$ cat src/rtl/idb_params.svh
/*
  Timing counts and channel layout for the ISA DMA bus signalling block.
  Assumes inclusion by bare name from the rtl folder.
*/
`ifndef IDB_PARAMS_SVH
`define IDB_PARAMS_SVH

`define IDB_CLK_PERIOD_NS 25
// *****************************
// channel layout
// *****************************
`define IDB_NUM_CH 8
`define IDB_CASCADE_CH 4
`define IDB_WIDE_FIRST_CH 5
// *****************************
// flush pulse
// *****************************
`define IDB_FLUSH_NS 50
`define IDB_FLUSH_CYCLES ((`IDB_FLUSH_NS + `IDB_CLK_PERIOD_NS - 1) / `IDB_CLK_PERIOD_NS)
// *****************************
// dma command strobe phases
// *****************************
`define IDB_CMD_SETUP_CYCLES 2
`define IDB_CMD_ACTIVE_CYCLES 4

`endif

$ cat src/rtl/idb_pkg.sv
/*
  Types shared by the ISA DMA bus signalling block.
  Assumes nothing of its surroundings.
*/
package idb_pkg;
  typedef enum logic [1:0] {
    IDB_CYC_DMA_READ,
    IDB_CYC_DMA_WRITE,
    IDB_CYC_VERIFY
  } idb_xfer_t;
endpackage

$ cat src/rtl/idb_local_arb.sv
/*
  Round-robin arbiter for up to three local bus master requests.
  Assumes requests are active-low and already in the clk_sys domain.
*/
`timescale 1ns/1ps
`include "idb_params.svh"

module idb_local_arb
  import idb_pkg::*;
#(
  parameter int NREQ = 3
) (
  // clock and reset
  input wire logic clk_sys,
  input wire logic rst_n,
  // requests and grants
  input wire logic [NREQ-1:0] req_n,
  input wire logic hold_off,
  output logic [NREQ-1:0] gnt_n
);
  logic [NREQ-1:0] owner;
  logic [NREQ-1:0] last;

  // *****************************
  // pick next winner after last
  // *****************************
  function automatic logic [NREQ-1:0] pick(input logic [NREQ-1:0] req,
                                           input logic [NREQ-1:0] prev);
    logic [NREQ-1:0] win;
    int idx;
    win = '0;
    for (int k = NREQ; k > 0; k--) begin
      for (int j = 0; j < NREQ; j++) begin
        if (prev[j]) begin
          idx = (j + k) % NREQ;
          if (req[idx]) begin
            win = '0;
            win[idx] = 1'b1;
          end
        end
      end
    end
    if (prev == '0) begin
      for (int j = NREQ - 1; j >= 0; j--) begin
        if (req[j]) begin
          win = '0;
          win[j] = 1'b1;
        end
      end
    end
    return win;
  endfunction

  // a grant holds until its request leaves or hold_off clears it; no other preemption here
  always_ff @(posedge clk_sys or negedge rst_n) begin
    if (!rst_n) begin
      owner <= '0;
      last <= '0;
    end else if (hold_off) begin
      owner <= '0;
    end else if (owner == '0 || (owner & ~req_n) == '0) begin
      owner <= pick(~req_n, last);
      if ((~req_n) != '0) begin
        last <= pick(~req_n, last);
      end
    end
  end

  assign gnt_n = ~owner;
endmodule

$ cat src/rtl/idb_bus_sig.sv
/*
  ISA-side signalling of the DMA unit: address enable, terminal count,
  request/acknowledge channels, command strobe direction, low-megabyte
  strobes, turbo/flush pins shared with an extra local master pair.
  Assumes a DMA sequencer supplies cycle ownership and transfer count,
  and that pins are resolved outside from the oe signals.
*/
`timescale 1ns/1ps
`include "idb_params.svh"

module idb_bus_sig
  import idb_pkg::*;
#(
  parameter int NCH = `IDB_NUM_CH,
  parameter int CNT_W = 16
) (
  // clock and reset
  input wire logic clk_sys,
  input wire logic reset_n,
  // dma sequencer side
  input wire logic dma_start,
  input wire logic [2:0] dma_channel,
  input wire logic [1:0] dma_kind,
  input wire logic [CNT_W-1:0] dma_count,
  input wire logic refresh_run,
  input wire logic dma_hold_ok,
  output logic dma_busy,
  output logic dma_wide,
  // isa channels
  input wire logic [NCH-1:0] dreq,
  output logic [NCH-1:0] dack_n,
  output logic dma_pending,
  output logic aen,
  output logic tc,
  input wire logic master_n,
  input wire logic refresh_in_n,
  output logic refresh_out_n,
  output logic refresh_oe,
  // isa command strobes
  input wire logic memr_in_n,
  input wire logic memw_in_n,
  input wire logic ior_in_n,
  input wire logic iow_in_n,
  output logic memr_out_n,
  output logic memw_out_n,
  output logic ior_out_n,
  output logic iow_out_n,
  output logic mem_cmd_oe,
  output logic io_cmd_oe,
  input wire logic [3:0] addr_hi,
  output logic smemr_n,
  output logic smemw_n,
  output logic io_reg_rd,
  output logic io_reg_wr,
  // shared pins and configuration
  input wire logic cfg_pins_local,
  input wire logic perf_programmed,
  input wire logic flush_enable,
  input wire logic perf_hold,
  input wire logic turbo_or_req_n,
  input wire logic [1:0] local_req_n,
  output logic [1:0] local_gnt_n,
  output logic flush_or_gnt_n,
  output logic slow_mode
);
  // *****************************
  // reset release and pin sync
  // *****************************
  logic [1:0] rst_sync;
  logic rst_n;
  always_ff @(posedge clk_sys or negedge reset_n) begin
    if (!reset_n) begin
      rst_sync <= 2'h0;
    end else begin
      rst_sync <= {rst_sync[0], 1'b1};
    end
  end
  assign rst_n = rst_sync[1];

  localparam int NS = 8 + NCH;
  logic [NS-1:0] s1, s2, s3;
  logic [NS-1:0] pins, stable;
  assign pins = {dreq, master_n, turbo_or_req_n, memr_in_n, memw_in_n,
                 ior_in_n, iow_in_n, refresh_in_n, 1'b1};
  always_ff @(posedge clk_sys or negedge rst_n) begin
    if (!rst_n) begin
      s1 <= {{NCH{1'b0}}, 8'hFF};
      s2 <= {{NCH{1'b0}}, 8'hFF};
      s3 <= {{NCH{1'b0}}, 8'hFF};
      stable <= {{NCH{1'b0}}, 8'hFF};
    end else begin
      s1 <= pins;
      s2 <= s1;
      s3 <= s2;
      for (int i = 0; i < NS; i++) begin
        if (s2[i] == s3[i]) begin
          stable[i] <= s3[i];
        end
      end
    end
  end
  logic [NCH-1:0] dreq_s;
  logic master_s_n, shared_in_s, memr_s_n, memw_s_n, ior_s_n, iow_s_n;
  assign dreq_s = stable[NS-1:8];
  assign master_s_n = stable[7];
  assign shared_in_s = stable[6];
  assign memr_s_n = stable[5];
  assign memw_s_n = stable[4];
  assign ior_s_n = stable[3];
  assign iow_s_n = stable[2];

  // *****************************
  // channel service state
  // *****************************
  typedef enum logic [1:0] {ST_IDLE, ST_SETUP, ST_CMD, ST_NEXT} idb_state_t;
  idb_state_t state;
  logic [2:0] chan;
  logic [CNT_W-1:0] remain;
  logic [2:0] phase;
  logic master_cycle;
  idb_xfer_t kind;

  function automatic logic chan_is_wide(input logic [2:0] ch);
    return ch >= 3'(`IDB_WIDE_FIRST_CH);
  endfunction

  always_ff @(posedge clk_sys or negedge rst_n) begin
    if (!rst_n) begin
      state <= ST_IDLE;
      chan <= 3'h0;
      remain <= '0;
      phase <= 3'h0;
      kind <= IDB_CYC_DMA_READ;
    end else begin
      case (state)
        ST_IDLE: begin
          if (dma_start && dma_hold_ok && dma_channel != 3'(`IDB_CASCADE_CH)) begin
            state <= ST_SETUP;
            chan <= dma_channel;
            remain <= dma_count;
            kind <= idb_xfer_t'(dma_kind);
            phase <= 3'h0;
          end
        end
        ST_SETUP: begin
          phase <= phase + 3'h1;
          if (phase == 3'(`IDB_CMD_SETUP_CYCLES - 1)) begin
            state <= ST_CMD;
            phase <= 3'h0;
          end
        end
        ST_CMD: begin
          phase <= phase + 3'h1;
          if (master_cycle) begin
            if (!dreq_s[chan]) begin
              state <= ST_IDLE;
            end
          end else if (phase == 3'(`IDB_CMD_ACTIVE_CYCLES - 1)) begin
            state <= ST_NEXT;
          end
        end
        ST_NEXT: begin
          phase <= 3'h0;
          if (remain == '0 || !dreq_s[chan]) begin
            state <= ST_IDLE;
          end else begin
            remain <= remain - 1'b1;
            state <= ST_SETUP;
          end
        end
        default: state <= ST_IDLE;
      endcase
    end
  end

  // isa master takes over once it pulls master_n low during our grant
  always_ff @(posedge clk_sys or negedge rst_n) begin
    if (!rst_n) begin
      master_cycle <= 1'b0;
    end else if (state == ST_IDLE) begin
      master_cycle <= 1'b0;
    end else if (!master_s_n) begin
      master_cycle <= 1'b1;
    end
  end

  logic dma_cyc;
  assign dma_cyc = (state != ST_IDLE) && !master_cycle;
  assign dma_busy = state != ST_IDLE;
  assign dma_wide = chan_is_wide(chan);
  assign dma_pending = |(dreq_s & ~(NCH'(1) << `IDB_CASCADE_CH));

  // *****************************
  // bus qualifiers
  // *****************************
  always_ff @(posedge clk_sys or negedge rst_n) begin
    if (!rst_n) begin
      aen <= 1'b0;
      tc <= 1'b0;
      dack_n <= '1;
      refresh_out_n <= 1'b1;
      refresh_oe <= 1'b0;
    end else begin
      aen <= (dma_cyc || refresh_run) && master_s_n;
      tc <= dma_cyc && state == ST_CMD && remain == '0;
      dack_n <= '1;
      if (state != ST_IDLE) begin
        dack_n[chan] <= 1'b0;
      end
      refresh_out_n <= !(refresh_run && !master_cycle);
      refresh_oe <= refresh_run && !master_cycle;
    end
  end

  // *****************************
  // command strobes
  // *****************************
  logic cmd_on;
  logic [3:0] echo;
  assign cmd_on = dma_cyc && state == ST_CMD;
  always_ff @(posedge clk_sys or negedge rst_n) begin
    if (!rst_n) begin
      memr_out_n <= 1'b1;
      memw_out_n <= 1'b1;
      ior_out_n <= 1'b1;
      iow_out_n <= 1'b1;
      mem_cmd_oe <= 1'b0;
      io_cmd_oe <= 1'b0;
      echo <= 4'h0;
    end else begin
      echo <= {echo[2:0], mem_cmd_oe};
      mem_cmd_oe <= dma_cyc;
      io_cmd_oe <= dma_cyc;
      // read moves memory to the device, write moves device to memory
      memr_out_n <= !(cmd_on && kind == IDB_CYC_DMA_READ);
      iow_out_n <= !(cmd_on && kind == IDB_CYC_DMA_READ);
      memw_out_n <= !(cmd_on && kind == IDB_CYC_DMA_WRITE);
      ior_out_n <= !(cmd_on && kind == IDB_CYC_DMA_WRITE);
    end
  end

  // our drive wins in dma cycles and while the synchroniser still replays it
  logic memr_eff_n, memw_eff_n;
  assign memr_eff_n = (mem_cmd_oe || echo != 4'h0) ? memr_out_n : memr_s_n;
  assign memw_eff_n = (mem_cmd_oe || echo != 4'h0) ? memw_out_n : memw_s_n;
  assign smemr_n = memr_eff_n || (addr_hi != 4'h0);
  assign smemw_n = memw_eff_n || (addr_hi != 4'h0);
  // internal register decode only when not a dma cycle and aen low
  assign io_reg_rd = !io_cmd_oe && echo == 4'h0 && !aen && !ior_s_n;
  assign io_reg_wr = !io_cmd_oe && echo == 4'h0 && !aen && !iow_s_n;

  // *****************************
  // shared turbo / flush pins
  // *****************************
  logic [1:0] flush_cnt;
  logic perf_hold_q;
  always_ff @(posedge clk_sys or negedge rst_n) begin
    if (!rst_n) begin
      slow_mode <= 1'b0;
      perf_hold_q <= 1'b0;
      flush_cnt <= 2'h0;
    end else begin
      slow_mode <= !cfg_pins_local && perf_programmed && !shared_in_s;
      perf_hold_q <= perf_hold;
      if (!cfg_pins_local && flush_enable && perf_hold && !perf_hold_q) begin
        flush_cnt <= 2'(`IDB_FLUSH_CYCLES);
      end else if (flush_cnt != 2'h0) begin
        flush_cnt <= flush_cnt - 2'h1;
      end
    end
  end

  logic [2:0] lreq_n, lgnt_n;
  assign lreq_n = {cfg_pins_local ? shared_in_s : 1'b1, local_req_n};
  idb_local_arb #(.NREQ(3)) u_arb (
    .clk_sys(clk_sys),
    .rst_n(rst_n),
    .req_n(lreq_n),
    .hold_off(dma_busy),
    .gnt_n(lgnt_n)
  );
  assign local_gnt_n = lgnt_n[1:0];
  assign flush_or_gnt_n = cfg_pins_local ? lgnt_n[2] : (flush_cnt == 2'h0);
endmodule

$ cat config.mk
export PLATFORM = sky130hd
export DESIGN_NAME = idb_bus_sig
export DESIGN_NICKNAME = d
export VERILOG_FILES = /design/src/rtl/idb_pkg.sv /design/src/rtl/idb_local_arb.sv /design/src/rtl/idb_bus_sig.sv
export VERILOG_INCLUDE_DIRS = /design/src /design/src/rtl
export SDC_FILE = /design/constraint.sdc
export NUM_CORES = 1
export LEC_CHECK = 0
export BUFFER_PORTS_ARGS = -buffer_cell sky130_fd_sc_hd__buf_2
export CELL_PAD_IN_SITES_DETAIL_PLACEMENT = 1
export CELL_PAD_IN_SITES_GLOBAL_PLACEMENT = 2
export CORE_MARGIN = 10
export CORE_UTILIZATION = 40
export CTS_CLUSTER_DIAMETER = 60
export DETAILED_ROUTE_END_ITERATION = 7
export GPL_TIMING_DRIVEN = 0
export PLACE_DENSITY_LB_ADDON = 0.1
export SYNTH_ARGS = -nofsm -noshare
export SYNTH_HDL_FRONTEND = slang
export SYNTH_SLANG_ARGS = --single-unit
$ cat constraint.sdc
create_clock -name clk_sys -period 9.39 [get_ports clk_sys]
set_input_delay 1.878 -clock clk_sys [delete_from_list [all_inputs] [get_ports clk_sys]]
set_output_delay 1.878 -clock clk_sys [all_outputs]
set_load 0.02 [all_outputs]
# [After elaboration in Yosys (flattened, before gate mapping)]
# Cells that the tools add are included.
[word_totals] inputBits=51 reg_bits=117 output_inout_bits=29
[op_classes] n_eq_ne=27 reduce_logical=58 n_mux=75 bitwise=5 add_sub_neg=3 magnitude_cmp=3
[op_table] cell="3-bit 2-to-1 mux" count=50
[op_table] cell="16-bit 2-to-1 mux" count=2
[op_table] cell="16-bit one-hot mux with 2 select lines" count=1
[op_table] cell="1-bit logical AND" count=19
[op_table] cell="16-bit logical NOT" count=1
[op_table] cell="16-bit by 1-bit subtractor with 16-bit output, second input constant" count=1
[op_table] cell="1-bit equality test" count=14
[op_table] cell="2-bit 2-to-1 mux" count=7
[op_table] cell="1-bit logical NOT" count=12
[op_table] cell="3-bit one-hot mux with 4 select lines" count=1
[op_table] cell="1-bit 2-to-1 mux" count=10
[op_table] cell="2-bit nonzero test" count=5
[op_table] cell="3-bit logical NOT" count=3
[op_table] cell="3-bit != test, second input constant" count=3
[op_table] cell="8-bit 2-to-1 mux" count=1
[op_table] cell="8-bit NOT" count=1
[op_table] cell="2-bit one-hot mux with 4 select lines" count=1
[op_table] cell="4-bit nonzero test" count=2
[op_table] cell="7-bit OR reduction" count=1
[op_table] cell="2-bit logical NOT" count=3
[op_table] cell="1-bit logical OR" count=6
[op_table] cell="2-bit != test, second input constant" count=3
[op_table] cell="3-bit NOT" count=2
[op_table] cell="3-bit AND reduction" count=2
[op_table] cell="18 further kinds" count=20

# [Depth between registers and ports, before layout]
[depth] ltp_word=30 mapped_depth=8

# [Cells and area by module]
# A second synthesis with hierarchy kept.
[hier_totals] cells_unflattened=368 area_unflattened_um2=4615.7
[by_module_without_submodules] mod="idb_bus_sig" cells_each=332 n_inst=1 area_each_um2=4271.6 seq_area_each_um2=2746.4
[by_module_without_submodules] mod="idb_local_arb" cells_each=36 n_inst=1 area_each_um2=344.1 seq_area_each_um2=150.1

# [Worst setup path after synthesis]
# Ideal clock, no wire load.
[synth_timing] path_kind="in2out" from="in addr_hi[1]" to="out smemr_n" stages=2 t_required_ns=7.512 setup_slack_ns=5.077 arrival_ns=2.435 path_cell_list="nor4_1 -> nand3_1"
[synth_via] elab_chain_len=2
[synth_rtl] item="start: declaration" line="idb_bus_sig.sv:50" text="input wire logic [3:0] addr_hi,"
[synth_rtl] item="4-bit nonzero test" line="idb_bus_sig.sv:246" text="assign smemr_n = memr_eff_n || (addr_hi != 4'h0);"
[synth_rtl] item="1-bit logical OR" line="idb_bus_sig.sv:246"
[synth_rtl] item="end: declaration" line="idb_bus_sig.sv:51" text="output logic smemr_n,"
# Every way passes these cells.

# [Worst setup path after layout]
# Ends and elaborated chain as after synthesis.

==> impl_metrics.csv <==
group,metric,value,unit
final_layout,syn_to_final_growth,26.46,%
final_layout,drive_gt1_frac,0.3526,
power,p_per_area,323.8,mW/mm^2
synth,ys_seq_elements,114,
placement,place.gp.congestion,0.7882,
route,drtIter0Drc,184,
synth,synthArstFlopShare,1.000,
clock_tree,clkLatencyLatePin,420,ps
synth,synth_area_leaders,"dfrtp_1 43%, dfstp_2 20%, maj3_1 3.1%",
route,route.detailed.drc,0,
placement,hpwlAfterDp,8065,um
timing,fin_tns_setup,0,ps
clock_tree,post_cts_buffers,0,
synth,yosysSeqAreaShare,0.6315,
synth,syn-num-nets,434,
route,vias,3281,
timing,timing.fmax,223.3,MHz
synth,yosys.area_share.simple,0.1418,
synth,synth_top_area_share,0.4310,
clock_tree,clkTransAtPathRegs,50,ps
floorplanning,initial_utilization,0.4052,
final_layout,fin_area,0.005801,mm^2
route,vias_per_cell,5.225,
critical_path,arrival,2600,ps
route,wl_per_cell,17.79,um
timing,fin_crit_sh,0.4770,
timing,drv_slew,0,
final_layout,layout.nets,532,
timing,setup_violations,0,
synth,synth-xor-area-share,0.001909,
floorplanning,dieArea,0.01615,mm^2
timing,relSlewSlack,0.4186,
power,ir_worst_vdd,0.0001554,V
synth,synth_cells,374,
synth,yosysWarnings,0,
critical_path,crit_required,7510,ps
final_layout,diodes,0,
clock_tree,hold_buffers,0,
clock_tree,cts_buffer_depth,2,
placement,port_buffers,78,
synth,yosys.area.top_type,"dfrtp_1",
clock_tree,cts_tree,"yes",
clock_tree,cts-root-buf,"clkbuf_16",
global_route,grt_pass1_wl,18460,um
critical_path,path_max_fanout,2,
global_route,grt_pass1_vias,3633,
synth,synth_top_family_by_area,"simple AND/OR/NAND/NOR gates",
clock_tree,postCtsResizedCells,0,
synth,yosys_most_used_dff,"dfrtp_1",
synth,synthMuxAreaShare,0.04092,
route,ant_nets,0,
floorplanning,ioPinCount,80,
global_route,grt-ovfl-total,0,
timing,min_period,4479,ps
floorplanning,die_x,127.1,um
global_route,grtUsageTotal,0.1451,
synth,synth_most_common_cell,"dfrtp_1",
floorplanning,die_height,127.1,um
timing,worst_slew_pin_slew,864.2,ps
synth,synth.distinct_cells,61,
status,status,"completed",
flow_run,maxCapViolCount,0,
clock_tree,cts_made_buffers,17,
clock_tree,cts.htree.levels,4,
critical_path,worst_setup_path_start_kind,"input port",
final_layout,n_fill_cell,1221,
clock_tree,cts_sinks,114,
critical_path,crit_type,"input port to output pin",
timing,finalHoldViolCount,0,
timing,rsz0062_at_grt,"false",
synth,synth_commonest_cells,"79 x dfrtp_1, 35 x dfstp_2, 35 x nand2_1",
power,power.total,1878,uW
synth,synth_compound_area_frac,0.09956,
global_route,grt_start_max_net_pins,71,
critical_path,endpoint_kind,"output pin",
synth,synthAdderAreaFrac,0.05510,
floorplanning,coreArea,0.01132,mm^2
timing,fin_skew,7.539,ps
synth,syn_area,0.004587,mm^2
synth,syn_area_per_cell,12.26,um^2
floorplanning,fp-row-count,39,
placement,place_area,0.005187,mm^2
power,leakage,0.002568,uW
min_path,hold_path_class,"flop to async pin",
global_route,antenna_found_initial,0,
synth,synth_edf_count,0,
route,firstDrtPassIters,4,
route,routed_wl,11180,um
==> cells by family (layout without fill, tap and decap cells) <==
kind of cell | Yosys count | count (layout)
other | 1 | 1
AOI/OAI and AO/OA | 65 | 65
DFF | 114 | 114
and+or+nand+nor | 127 | 127
xor gates and xnor gates | 1 | 1
buffers and inverters | 30 | 141
muxes | 13 | 13
adders and majority gates | 23 | 23
==> area by class of cell <==
cell class              count  area [um^2]  share of cell area
flip-flops and latches    114         2900              0.5000
plain buffers              12        62.56             0.01079
clock buffers              20        456.7             0.07873
multi-input cells         230         1560              0.2690
clock inverters            12        156.4             0.02696
inverters                  18        67.56             0.01165
well taps                 143        178.9             0.03085
repair buffers             79        417.9             0.07204
==> stage by stage <==
step | setup slack, ps | utilization | cells | hold WS [ps]
6_report | 4911 | 0.5124 | 628 | 340.8
5_1_grt | 4777 | 0.5124 | 628 | 351.9
4_1_cts | 4904 | 0.5124 | 628 | 350.9
3_5_place_dp | 4903 | 0.4582 | 596 | 337.3
3_3_place_gp | 4771 | 0.4555 | 595 | 332.9
2_1_floorplan | 5077 | - | 374 | 331.2
==> cells in the final DEF, fill, tap and decap left out, types with 3 or more instances in the layout <==
cell type	n
maj3_1	14
a21o_1	5
a21oi_1	10
and3_1	3
mux2i_1	3
o22ai_1	5
nor4_1	5
buf_4	3
clkinvlp_4	4
nand4_1	4
dfrtp_1	78
inv_1	17
nand2b_1	4
dfstp_2	35
ha_1	9
o21a_1	3
nand3_1	10
a211oi_1	9
buf_2	83
mux2_2	6
bufinv_16	3
o21ai_0	10
clkbuf_16	17
nor2b_1	6
nor3_1	17
nor2_1	26
nand2_1	35
clkbuf_1	5
==> where the power goes <==
part / switching [uW] / internal (uW)
clock: 228 / 431
sequential: 98.0 / 614
combinational: 301 / 206
total: 627 / 1250
==> path summary, 6_finish.rpt <==
kind,start,end,slack (ps),depth (start not counted)
min reg2reg,rst_sync[1],refresh_oe,340,0
min in group clk_sys,s1[15],s2[15],350,0
max,addr_hi[1],smemr_n,4910,4
min,rst_sync[1],refresh_oe,340,0
max in group asynchronous,reset_n,rst_sync[1],8050,1
max reg2reg,state[0],remain[6],6790,6
==> per-layer routing <==
| metal | global-route usage | vias to the layer above | part of all wire |
|---|---|---|---|
| met5 | 0 | - | 0 |
| met4 | 0.06363 | 0 | 0.017 |
| met3 | 0.05459 | 19 | 0.057 |
| met1 | 0.1670 | 1643 | 0.43 |
| li1 | - | 1537 | - |
| met2 | 0.2369 | 82 | 0.50 |
==> critical path, stage by stage <==
cell,delay [ps]
buf_2,90
nor4_1,340
nand3_1,110
buf_2,180
==> registers in the layout (all words and copies together) (netlist names), 2 cells and up <==
signal / count
phase: 3
s2: 14
kind: 2
rst_sync: 2
remain: 16
stable: 14
dack_n: 8
echo: 4
s1: 14
state: 2
u_arb.last: 3
flush_cnt: 2
u_arb.owner: 3
s3: 14
chan: 3
Power figures use the tool's default switching activity.
